--- config.mk ---
export PLATFORM = sky130hd
export DESIGN_NAME = pmd_mii
export DESIGN_NICKNAME = d
export VERILOG_FILES = /design/src/core/pmd_pkg.sv /design/src/core/pmd_buf.sv /design/src/core/pmd_mii.sv
export SDC_FILE = /design/constraint.sdc
export NUM_CORES = 1
export LEC_CHECK = 0
export BUFFER_PORTS_ARGS = -buffer_cell sky130_fd_sc_hd__buf_2
export CAP_MARGIN = 10
export CELL_PAD_IN_SITES_DETAIL_PLACEMENT = 0
export CELL_PAD_IN_SITES_GLOBAL_PLACEMENT = 1
export CORE_MARGIN = 5
export CORE_UTILIZATION = 25
export CTS_BUF_LIST = sky130_fd_sc_hd__clkbuf_8 sky130_fd_sc_hd__clkbuf_16
export CTS_CLUSTER_SIZE = 40
export DETAILED_ROUTE_END_ITERATION = 16
export GPL_TIMING_DRIVEN = 1
export HOLD_SLACK_MARGIN = 0.15
export PLACE_DENSITY_LB_ADDON = 0.1
export REMOVE_ABC_BUFFERS = 1
export SYNTH_ARGS = -nofsm -noshare
export SYNTH_HDL_FRONTEND = slang
export SYNTH_HIERARCHICAL = 1
export SYNTH_SLANG_ARGS = --single-unit
--- constraint.sdc ---
create_clock -name CLK_SYS -period 3.4 [get_ports CLK_SYS]
set_input_delay 0.68 -clock CLK_SYS [delete_from_list [all_inputs] [get_ports CLK_SYS]]
set_output_delay 0.68 -clock CLK_SYS [all_outputs]
set_load 0.02 [all_outputs]
--- src/core/pmd_pkg.sv ---
// Purpose: shared constants and types for the PHY-side MII data path
// Assumes: system clock of 100 MHz; MII clocks derived from it
// Notes:   the list below sums up the MII data path's operation
// Operation
// - TXD bit zero is the least significant bit on both sides.
// - PHY sources TX_CLK: 2.5 MHz at 10 Mbps, 25 MHz at 100 Mbps.
// - PHY drives RXD in step with RX_CLK, bit zero least significant.
// - PHY raises RX_DV with RX_CLK while RXD holds valid data.
// - PHY raises RX_ER with RX_CLK when a receive error is seen.
// - PHY sources RX_CLK: 25 MHz at 100 Mbps, 2.5 MHz at 10 Mbps.
// - COL rises when a collision starts and stays high throughout.
// - COL ignores both MII clocks and stays low in full duplex.
// - Half duplex: CRS high while transmitting or receiving.
// - Full duplex: CRS high only while receiving.
// - CRS may rise anytime but falls only on an RX_CLK edge.
package pmd_pkg;

    // clock rates
    localparam int unsigned SYS_HZ     = 100_000_000;
    localparam int unsigned MII_100_HZ = 25_000_000;
    localparam int unsigned MII_10_HZ  = 2_500_000;

    // divider half periods in system cycles
    localparam int unsigned DIV_W    = 5;
    localparam logic [4:0]  HALF_100 = DIV_W'(SYS_HZ / (2 * MII_100_HZ));
    localparam logic [4:0]  HALF_10  = DIV_W'(SYS_HZ / (2 * MII_10_HZ));

    // nibble field layout, bit zero least significant
    localparam int unsigned NIB_W   = 4;
    localparam int unsigned WORD_W  = NIB_W + 1;

    // reset values
    localparam logic [3:0] NIB_RST = 4'h0;

    // one nibble with its error flag
    typedef struct packed {
        logic       err;
        logic [3:0] data;
    } pmd_nib_t;

endpackage

--- src/core/pmd_buf.sv ---
// Purpose: two-entry buffer with valid/ready on both sides
// Assumes: one clock, asynchronous active-low reset
// Notes:   read data come straight out of a storage register
`timescale 1ns/1ns
module pmd_buf
#(
    parameter int unsigned WIDTH = 5
)
(
    // clock and reset
    input  wire logic             clk,
    input  wire logic             nrst,
    input  wire logic             ce,
    // fill side
    input  wire logic             in_valid,
    output logic                  in_ready,
    input  wire logic [WIDTH-1:0] in_data,
    // drain side
    output logic                  out_valid,
    input  wire logic             out_ready,
    output logic [WIDTH-1:0]      out_data
);

    logic [WIDTH-1:0] mem_reg [2];
    logic             wr_ptr_reg;
    logic             rd_ptr_reg;
    logic [1:0]       count_reg;
    logic             push;
    logic             pop;

    // honest full and empty flags from the occupancy count
    assign in_ready  = (count_reg != 2'h2);
    assign out_valid = (count_reg != 2'h0);
    assign push      = ce && in_valid && in_ready;
    assign pop       = ce && out_valid && out_ready;
    assign out_data  = mem_reg[rd_ptr_reg];

    // storage; no reset needed on data words
    always_ff @(posedge clk)
    begin
        if (push)
        begin
            mem_reg[wr_ptr_reg] <= in_data;
        end
    end

    // pointers and count
    always_ff @(posedge clk or negedge nrst)
    begin
        if (!nrst)
        begin
            wr_ptr_reg <= 1'b0;
            rd_ptr_reg <= 1'b0;
            count_reg  <= 2'h0;
        end
        else
        begin
            if (push)
            begin
                wr_ptr_reg <= ~wr_ptr_reg;
            end
            if (pop)
            begin
                rd_ptr_reg <= ~rd_ptr_reg;
            end
            count_reg <= 2'(count_reg + {1'b0, push} - {1'b0, pop});
        end
    end

endmodule

--- src/core/pmd_mii.sv ---
// Purpose: PHY-side MII data path with clock generation, CRS and COL
// Assumes: MAC pins arrive from outside the system clock domain
// Notes:   TX_CLK and RX_CLK share one divider and one phase
`timescale 1ns/1ns
module pmd_mii
(
    // system
    input  wire logic             CLK_SYS,
    input  wire logic             NRST,
    input  wire logic             CE,
    // configuration levels
    input  wire logic             SPEED_100,
    input  wire logic             FULL_DUPLEX,
    // line side receive stream
    input  wire logic             LINE_CARRIER,
    input  wire logic             LINE_RX_VALID,
    output logic                  LINE_RX_READY,
    input  wire pmd_pkg::pmd_nib_t LINE_RX,
    // line side transmit stream
    output logic                  LINE_TX_VALID,
    output logic                  LINE_TX_ACTIVE,
    output pmd_pkg::pmd_nib_t     LINE_TX,
    // MII transmit pins
    output logic                  TX_CLK,
    input  wire logic [3:0]       TXD,
    input  wire logic             TX_EN,
    input  wire logic             TX_ER,
    // MII receive pins
    output logic                  RX_CLK,
    output logic [3:0]            RXD,
    output logic                  RX_DV,
    output logic                  RX_ER,
    // MII status pins
    output logic                  COL,
    output logic                  CRS
);

    logic [4:0]        cnt_reg;
    logic [4:0]        half_reg;
    logic              mii_clk_reg;
    logic              toggle;
    logic              rise_tick;
    logic              fall_tick;
    logic [5:0]        tx_meta_reg;
    logic [5:0]        tx_sync_reg;
    logic              tx_en_s;
    logic              tx_valid_reg;
    logic              tx_active_reg;
    pmd_pkg::pmd_nib_t tx_word_reg;
    logic              buf_valid;
    pmd_pkg::pmd_nib_t buf_data;
    logic [3:0]        rxd_reg;
    logic              rx_dv_reg;
    logic              rx_er_reg;
    logic              col_reg;
    logic              crs_reg;
    logic              crs_want;

    // divider half period picked by speed
    function automatic logic [4:0] half_of(input logic fast);
        return fast ? pmd_pkg::HALF_100 : pmd_pkg::HALF_10;
    endfunction

    assign toggle    = CE && (cnt_reg == 5'(half_reg - 5'h01));
    assign rise_tick = toggle && !mii_clk_reg;
    assign fall_tick = toggle && mii_clk_reg;

    // divider; speed is taken only at a toggle, so no runt half period
    always_ff @(posedge CLK_SYS or negedge NRST)
    begin
        if (!NRST)
        begin
            cnt_reg     <= 5'h00;
            half_reg    <= pmd_pkg::HALF_10;
            mii_clk_reg <= 1'b0;
        end
        else if (CE)
        begin
            if (toggle)
            begin
                cnt_reg     <= 5'h00;
                half_reg    <= half_of(SPEED_100);
                mii_clk_reg <= ~mii_clk_reg;
            end
            else
            begin
                cnt_reg <= 5'(cnt_reg + 5'h01);
            end
        end
    end

    assign TX_CLK = mii_clk_reg;
    assign RX_CLK = mii_clk_reg;

    // two-flop synchroniser for the MAC transmit pins
    always_ff @(posedge CLK_SYS or negedge NRST)
    begin
        if (!NRST)
        begin
            tx_meta_reg <= 6'h00;
            tx_sync_reg <= 6'h00;
        end
        else if (CE)
        begin
            tx_meta_reg <= {TX_ER, TX_EN, TXD};
            tx_sync_reg <= tx_meta_reg;
        end
    end

    assign tx_en_s = tx_sync_reg[4];

    // capture at our rise: synced pins hold what the MAC launched before
    always_ff @(posedge CLK_SYS or negedge NRST)
    begin
        if (!NRST)
        begin
            tx_valid_reg  <= 1'b0;
            tx_active_reg <= 1'b0;
            tx_word_reg   <= '0;
        end
        else if (CE)
        begin
            tx_valid_reg <= rise_tick && tx_sync_reg[4];
            if (rise_tick)
            begin
                tx_active_reg     <= tx_sync_reg[4];
                tx_word_reg.data  <= tx_sync_reg[3:0];
                tx_word_reg.err   <= tx_sync_reg[5];
            end
        end
    end

    assign LINE_TX_VALID  = tx_valid_reg;
    assign LINE_TX_ACTIVE = tx_active_reg;
    assign LINE_TX        = tx_word_reg;

    // receive buffer; drained once per MII clock period only
    pmd_buf
    #(
        .WIDTH (pmd_pkg::WORD_W)
    )
    u_rx_buf
    (
        .clk       (CLK_SYS),
        .nrst      (NRST),
        .ce        (CE),
        .in_valid  (LINE_RX_VALID),
        .in_ready  (LINE_RX_READY),
        .in_data   (LINE_RX),
        .out_valid (buf_valid),
        .out_ready (fall_tick),
        .out_data  (buf_data)
    );

    // receive pins change on the falling edge, stable for MAC rising edge
    always_ff @(posedge CLK_SYS or negedge NRST)
    begin
        if (!NRST)
        begin
            rxd_reg   <= pmd_pkg::NIB_RST;
            rx_dv_reg <= 1'b0;
            rx_er_reg <= 1'b0;
        end
        else if (CE && fall_tick)
        begin
            rxd_reg   <= buf_valid ? buf_data.data
                                   : pmd_pkg::NIB_RST;
            rx_dv_reg <= buf_valid;
            rx_er_reg <= buf_valid && buf_data.err;
        end
    end

    assign RXD   = rxd_reg;
    assign RX_DV = rx_dv_reg;
    assign RX_ER = rx_er_reg;

    // collision in half duplex, per system cycle, free of the MII clock
    always_ff @(posedge CLK_SYS or negedge NRST)
    begin
        if (!NRST)
        begin
            col_reg <= 1'b0;
        end
        else if (CE)
        begin
            col_reg <= !FULL_DUPLEX && tx_en_s
                       && LINE_CARRIER;
        end
    end

    assign COL = col_reg;

    // carrier sense: own transmission counts in half duplex only
    assign crs_want = LINE_CARRIER
                      || (!FULL_DUPLEX && tx_en_s);

    // rise at once, fall only on the receive clock edge
    always_ff @(posedge CLK_SYS or negedge NRST)
    begin
        if (!NRST)
        begin
            crs_reg <= 1'b0;
        end
        else if (CE)
        begin
            if (crs_want)
            begin
                crs_reg <= 1'b1;
            end
            else if (fall_tick)
            begin
                crs_reg <= 1'b0;
            end
        end
    end

    assign CRS = crs_reg;

    // checks on the divider, receive pins and status outputs
    property p_div_toggle;
        @(posedge CLK_SYS) disable iff (!NRST)
        $changed(mii_clk_reg) |-> $past(CE && cnt_reg == 5'(half_reg - 5'h01));
    endproperty
    a_div_toggle: assert property (p_div_toggle)
        else $error("mii clock toggled off the divider count");

    property p_div_half;
        @(posedge CLK_SYS) disable iff (!NRST)
        $changed(mii_clk_reg) |-> half_reg == (($past(SPEED_100))
            ? pmd_pkg::HALF_100 : pmd_pkg::HALF_10);
    endproperty
    a_div_half: assert property (p_div_half)
        else $error("divider half period does not match speed");

    property p_rxd_edge;
        @(posedge CLK_SYS) disable iff (!NRST)
        $changed(rxd_reg) |-> $past(fall_tick);
    endproperty
    a_rxd_edge: assert property (p_rxd_edge)
        else $error("RXD changed away from the clock edge");

    property p_dv_follows;
        @(posedge CLK_SYS) disable iff (!NRST)
        fall_tick && buf_valid
            |=> rx_dv_reg && rxd_reg == $past(buf_data.data);
    endproperty
    a_dv_follows: assert property (p_dv_follows)
        else $error("RX_DV or RXD missed a buffered nibble");

    property p_er_only_dv;
        @(posedge CLK_SYS) disable iff (!NRST)
        rx_er_reg |-> rx_dv_reg && ($stable(rx_er_reg) || $past(fall_tick));
    endproperty
    a_er_only_dv: assert property (p_er_only_dv)
        else $error("RX_ER moved off the edge or without RX_DV");

    property p_col_on;
        @(posedge CLK_SYS) disable iff (!NRST)
        CE && !FULL_DUPLEX && tx_en_s && LINE_CARRIER |=> col_reg;
    endproperty
    a_col_on: assert property (p_col_on)
        else $error("COL missed a collision");

    property p_col_fdx;
        @(posedge CLK_SYS) disable iff (!NRST)
        CE && FULL_DUPLEX |=> !col_reg;
    endproperty
    a_col_fdx: assert property (p_col_fdx)
        else $error("COL raised in full duplex");

    property p_crs_hdx_tx;
        @(posedge CLK_SYS) disable iff (!NRST)
        CE && !FULL_DUPLEX && tx_en_s |=> crs_reg;
    endproperty
    a_crs_hdx_tx: assert property (p_crs_hdx_tx)
        else $error("CRS low while transmitting in half duplex");

    property p_crs_cause;
        @(posedge CLK_SYS) disable iff (!NRST)
        $rose(crs_reg) |-> $past(LINE_CARRIER || (!FULL_DUPLEX && tx_en_s));
    endproperty
    a_crs_cause: assert property (p_crs_cause)
        else $error("CRS rose without a cause");

    property p_crs_fdx;
        @(posedge CLK_SYS) disable iff (!NRST)
        CE && FULL_DUPLEX && !LINE_CARRIER && !crs_reg |=> !crs_reg;
    endproperty
    a_crs_fdx: assert property (p_crs_fdx)
        else $error("CRS raised by own transmission in full duplex");

    property p_crs_fall;
        @(posedge CLK_SYS) disable iff (!NRST)
        $fell(crs_reg) |-> $past(fall_tick) && !$past(crs_want);
    endproperty
    a_crs_fall: assert property (p_crs_fall)
        else $error("CRS fell away from the receive clock edge");

endmodule

After elaboration in Yosys (flattened, before gate mapping)
Memory sizes are Yosys's and may differ from the RTL's.
Cells that the tools add are included.
{"block": "op_classes", "n_addsub": 4, "eq_ne": 2, "muxes": 7, "bitwise_logic": 3, "n_reduce_logical": 20}
{"op": "logical AND 1 bit", "count": 12}
{"op": "two-way mux 5 bit", "count": 2}
{"op": "AND reduction 2 bit", "count": 3}
{"op": "adder 5 x 1 -> 5 bit, second input constant", "count": 1}
{"op": "equality test 5 bit", "count": 1}
{"op": "subtractor 5 x 1 -> 5 bit, second input constant", "count": 1}
{"op": "two-way mux 1 bit", "count": 4}
{"op": "two-way mux 4 bit", "count": 1}
{"op": "nonzero test 2 bit", "count": 2}
{"op": "inverter 1 bit", "count": 3}
{"op": "adder 2 x 1 -> 2 bit", "count": 1}
{"op": "zero test 1 bit", "count": 2}
{"op": "inequality test 2 bit, second input constant", "count": 1}
{"op": "subtractor 2 x 1 -> 2 bit", "count": 1}
{"op": "logical OR 1 bit", "count": 1}
{"block": "word_totals", "regBits": 42, "ram_bits": 10, "input_bits": 18, "out_inout_bits": 18, "word_cells": 54, "n_memories": 1}
{"memory": "u_rx_buf.mem_reg", "depth": 2, "word_bits": 5, "rd": 1, "rd_ports_with_merged_regs": 0, "write_ports": 1, "line_no": "pmd_buf.sv:24", "rtl": "logic [WIDTH-1:0] mem_reg [2];"}

Logic depth before layout (Yosys ltp)
{"block": "logic_depth", "ltp_word": 6, "depth_mapped": 13, "ltp_nobuf": 11}

Modules after synthesis
Netlist, hierarchy kept.
{"mod": "pmd_mii", "n_inst": 1, "cells_per_inst": 120, "area_per_inst_um2": 1508.9, "seq_area_each_um2": 877.1}
{"mod": "pmd_buf", "n_inst": 1, "cells_per_inst": 34, "area_per_inst_um2": 565.5, "seq_area_each_um2": 400.4}

Least setup slack after synthesis
No wires, ideal clock.
{"block": "synth_timing", "kind": "reg2reg", "startpoint": "register half_reg[2]", "endpoint": "register u_rx_buf.count_reg[1]", "setup_time_ps": 80, "arrival_ps": 2801, "t_required_ps": 3320, "setup_slack_ps": 519, "stages_incl_launch_ff": 14, "n_path_buf": 2, "period_less_slack_ps": 2881, "path_cell_list": "dfstp_2 > inv_1 > ha_1 > xnor2_1 > or4_1 > buf_2 > nor3b_1 > buf_2 > and3_4 > ha_1 > inv_1 > ha_1 > xnor2_1 > xnor2_1"}
{"block": "synth_via", "elab_chain_cells": 6}
{"element": "from (decl)", "line_no": "pmd_mii.sv:39", "rtl": "logic [4:0] half_reg;"}
{"element": "from (signal assigned)", "line_no": "pmd_mii.sv:74", "rtl": "half_reg <= pmd_pkg::HALF_10;"}
{"element": "from (signal assigned)", "line_no": "pmd_mii.sv:82", "rtl": "half_reg <= half_of(SPEED_100);"}
{"element": "subtractor 5 x 1 -> 5 bit", "line_no": "pmd_mii.sv:64", "rtl": "assign toggle = CE && (cnt_reg == 5'(half_reg - 5'h01));"}
{"element": "equality test 5 bit", "line_no": "pmd_mii.sv:64"}
{"element": "logical AND 1 bit", "line_no": "pmd_mii.sv:64"}
{"element": "logical AND 1 bit", "line_no": "pmd_mii.sv:66", "rtl": "assign fall_tick = toggle && mii_clk_reg;"}
{"element": "via fall_tick", "line_no": "pmd_mii.sv:43", "rtl": "logic fall_tick;"}
{"element": "logical AND 1 bit", "line_no": "pmd_buf.sv:35", "rtl": "assign pop = ce && out_valid && out_ready;"}
{"element": "via u_rx_buf.pop", "line_no": "pmd_buf.sv:29", "rtl": "logic pop;"}
{"element": "subtractor 2 x 1 -> 2 bit", "line_no": "pmd_buf.sv:66", "rtl": "count_reg <= 2'(count_reg + {1'b0, push} - {1'b0, pop});"}
{"element": "to (signal assigned)", "line_no": "pmd_buf.sv:66"}
{"element": "to (decl)", "line_no": "pmd_buf.sv:27", "rtl": "logic [1:0] count_reg;"}
The timed path passes the listed nets, and every way through them passes these cells.
A chain may end at the register's enable or synchronous reset.

Worst setup path after layout
{"block": "layout_timing", "startpoint": "register half_reg[2]", "endpoint": "register u_rx_buf.count_reg[1]"}
{"block": "layout_via", "elab_chain_cells": 6}
{"element": "subtractor 5 x 1 -> 5 bit", "line_no": "pmd_mii.sv:64"}
{"element": "equality test 5 bit", "line_no": "pmd_mii.sv:64"}
{"element": "logical AND 1 bit", "line_no": "pmd_mii.sv:64"}
{"element": "logical AND 1 bit", "line_no": "pmd_mii.sv:66"}
{"element": "logical AND 1 bit", "line_no": "pmd_buf.sv:35"}
{"element": "via u_rx_buf.pop", "line_no": "pmd_buf.sv:29"}
{"element": "subtractor 2 x 1 -> 2 bit", "line_no": "pmd_buf.sv:66"}
The timed path passes the listed nets, and every way through them passes these cells.

==> flow_summary.yaml <==
status:
  status: "completed"
setup_path:
  crit_fanout: 6
  critPathLaunchType: "flop"
  end_kind: "flop"
  rr_worst_depth: 11
  crit_type: "reg2reg"
  worstPathRequired_ns: 3.63
  crit_arrival_ns: 3.22
sta:
  timing.final.ws_setup_ns: 0.406
  slew_violations: 0
  clock.fmax_mhz: 334
  final-setup-viol-count: 0
  slew_headroom: 0.399
  rsz0062_at_grt: "no"
  fin_skew_ns: 0.00645
  post-route-period-util: 0.881
  finalHoldViolCount: 0
  worst_pin_slew_ns: 0.902
  min_period_ns: 2.99
power_and_ir_drop:
  irDropWorstVdd_mv: 0.177
  p_leak_nw: 1.13
  p_per_area_mw_per_mm2: 661
worst_hold_path:
  holdPathStages: 2
  worst_hold_path_type: "reg2reg"
global_routing:
  gr-usage-all-layers: 0.0834
  gr-total-overflow: 0
  grt_max_degree: 40
  grt_pass1_vias: 1305
  grt_pass1_wl_um: 6530
  antenna_found_initial: 0
placed_design:
  dpl_worst_slack_ns: 0.437
  dpl.hpwl_um: 2880
  portBuffers: 35
  routabilityCongestion: 0.694
floorplan:
  initial_core_util: 0.255
  dieArea_sq_mm: 0.0102
  die_w_um: 101
  num_rows: 33
  ios: 36
  fp.dieH_um: 101
  core_sq_mm: 0.00813
clocking:
  cts_resized: 0
  clockBufferDepth: 2
  postCtsSetupRepairBufs: 0
  root_buffer: "clkbuf_8"
  cts_sinks: 49
  tritoncts: "built"
  cts_hold_buffers: 0
  cts_made_buffers: 5
  clkTransAtPathRegs_ns: 0.09
  insertion_delay_ns: 0.30
  htree_levels: 2
job:
  cap_violations: 0
synthesis:
  synth_seq_cells: 49
  synth_cell_types: 28
  synth_area_per_cell_sq_um: 13.5
  ys_seq_area_frac: 0.616
  synth_top_area_cell: "dfrtp_1"
  yosysTopAreaCellShare: 0.458
  synthTopCellsByArea: "dfrtp_1, edfxtp_1, mux2_2"
  yosys_warnings: 6
  synthCells: 154
  synth_area_sq_mm: 0.00207
cells_and_area:
  areaGrowthSynthToFinish_pct: 17.4
  num_antenna_cells: 0
  largest_register_ffs: 10
  fin_nets: 213
  final_util: 0.299
  drive_gt1_frac: 0.361
drt:
  drc: 0
  vias: 1229
  vias_per_cell: 4.15
  ant_nets: 0
  drtIter0Drc: 18
  firstDrtPassIters: 4
  wl_um: 4000
  wl_per_cell_um: 13.5
synth_stat cells (all sizes together):
cell type / count
dfrtp: 38
mux2: 24
inv: 15
edfxtp: 10
nand2: 10
nor2: 7
mux2i: 6
xnor2: 6
buf: 5
ha: 5
o21ai: 5
xor2: 5
clkbuf: 3
nand3: 2
nand4: 2
o22ai: 2
and3: 1
dfstp: 1
nand2b: 1
nor3b: 1
o211ai: 1
o31ai: 1
or2: 1
or3: 1
or4: 1
final timing paths:
check,start,endpoint,slack (ns)
worst min register to register,tx_meta_reg[4]$_DFFE_PN0P_,tx_sync_reg[4]$_DFFE_PN0P_,0.49
min in group asynchronous,NRST,tx_meta_reg[3]$_DFFE_PN0P_,0.50
max in group asynchronous,NRST,RX_ER$_DFFE_PN0P_,2.33
worst max-delay path,half_reg[2]$_DFFE_PN1P_,u_rx_buf/count_reg[1]$_DFF_PN0_,0.41
worst min-delay path,tx_meta_reg[4]$_DFFE_PN0P_,tx_sync_reg[4]$_DFFE_PN0P_,0.49
worst max register to register,half_reg[2]$_DFFE_PN1P_,u_rx_buf/count_reg[1]$_DFF_PN0_,0.41
layout make-up:
cell class                      count  area [sq um]
Multi-Input combinational cell     82           696
Fill cell                         830          5700
Clock buffer                        5          68.8
Clock inverter                      3          15.0
Timing Repair Buffer               37           190
Sequential cell                    49          1280
Tap cell                          105           131
Inverter                           15          56.3
power breakdown:
group / internal, W / total [W] / leakage [nW] / switching, W
logic: 0.000206 / 0.000444 / 0.527 / 0.000239
registers: 0.000737 / 0.000836 / 0.556 / 0.0000987
clock network: 0.000140 / 0.000329 / 0.0467 / 0.000189
per-stage QoR:
step / setup TNS (ns) / power, W / hold slack, ns / area [sq um] / cells
detailed placement: 0 / 0.00130 / 0.471 / 2350 / 288
CTS: 0 / 0.00164 / 0.493 / 2430 / 296
finish: 0 / 0.00161 / 0.486 / 2430 / 296
global placement: 0 / 0.00129 / 0.457 / 2350 / 288
floorplan: -0.00509 / 0.00114 / 0.384 / 2030 / 146
global route: 0 / 0.00173 / 0.525 / 2430 / 296
worst max-delay path, cell delays in order (launching register included):
cell	delay [ns]
dfstp_2	0.52
inv_1	0.06
ha_1	0.29
xnor2_1	0.12
or4_1	0.61
nor3b_1	0.36
and3_4	0.26
ha_1	0.23
inv_1	0.06
ha_1	0.16
xnor2_1	0.13
xnor2_1	0.13
kinds of logic after synthesis:
| logic type | after synthesis | synth area share |
|---|---|---|
| adders and majority gates | 5 | 0.0302 |
| DFF | 49 | 0.616 |
| muxes | 30 | 0.170 |
| AOI/OAI and AO/OA | 9 | 0.0253 |
| xor gates and xnor gates | 11 | 0.0464 |
| buffers and inverters | 23 | 0.0489 |
| and+or+nand+nor | 27 | 0.0633 |
placed cells by master (no fill, tap or decap), drive strengths merged:
cell type	count
o31ai	1
dfstp	1
clkinvlp	1
o211ai	1
nand3	2
mux2	24
o21ai	5
dfrtp	38
inv	17
or3	1
nor3b	1
xor2	5
clkbuf	5
buf	37
edfxtp	10
ha	5
o22ai	2
or2	1
and3	1
nor2	7
nand2b	1
xnor2	6
nand2	10
nand4	2
mux2i	6
or4	1
per-layer routing:
| layer | global-route usage | part of all wire |
|---|---|---|
| met1 | 0.100 | 0.44 |
| met4 | 0.0307 | 0.0083 |
| met2 | 0.139 | 0.48 |
| met5 | 0 | 0 |
| met3 | 0.0277 | 0.071 |
Power figures use the tool's default switching activity.
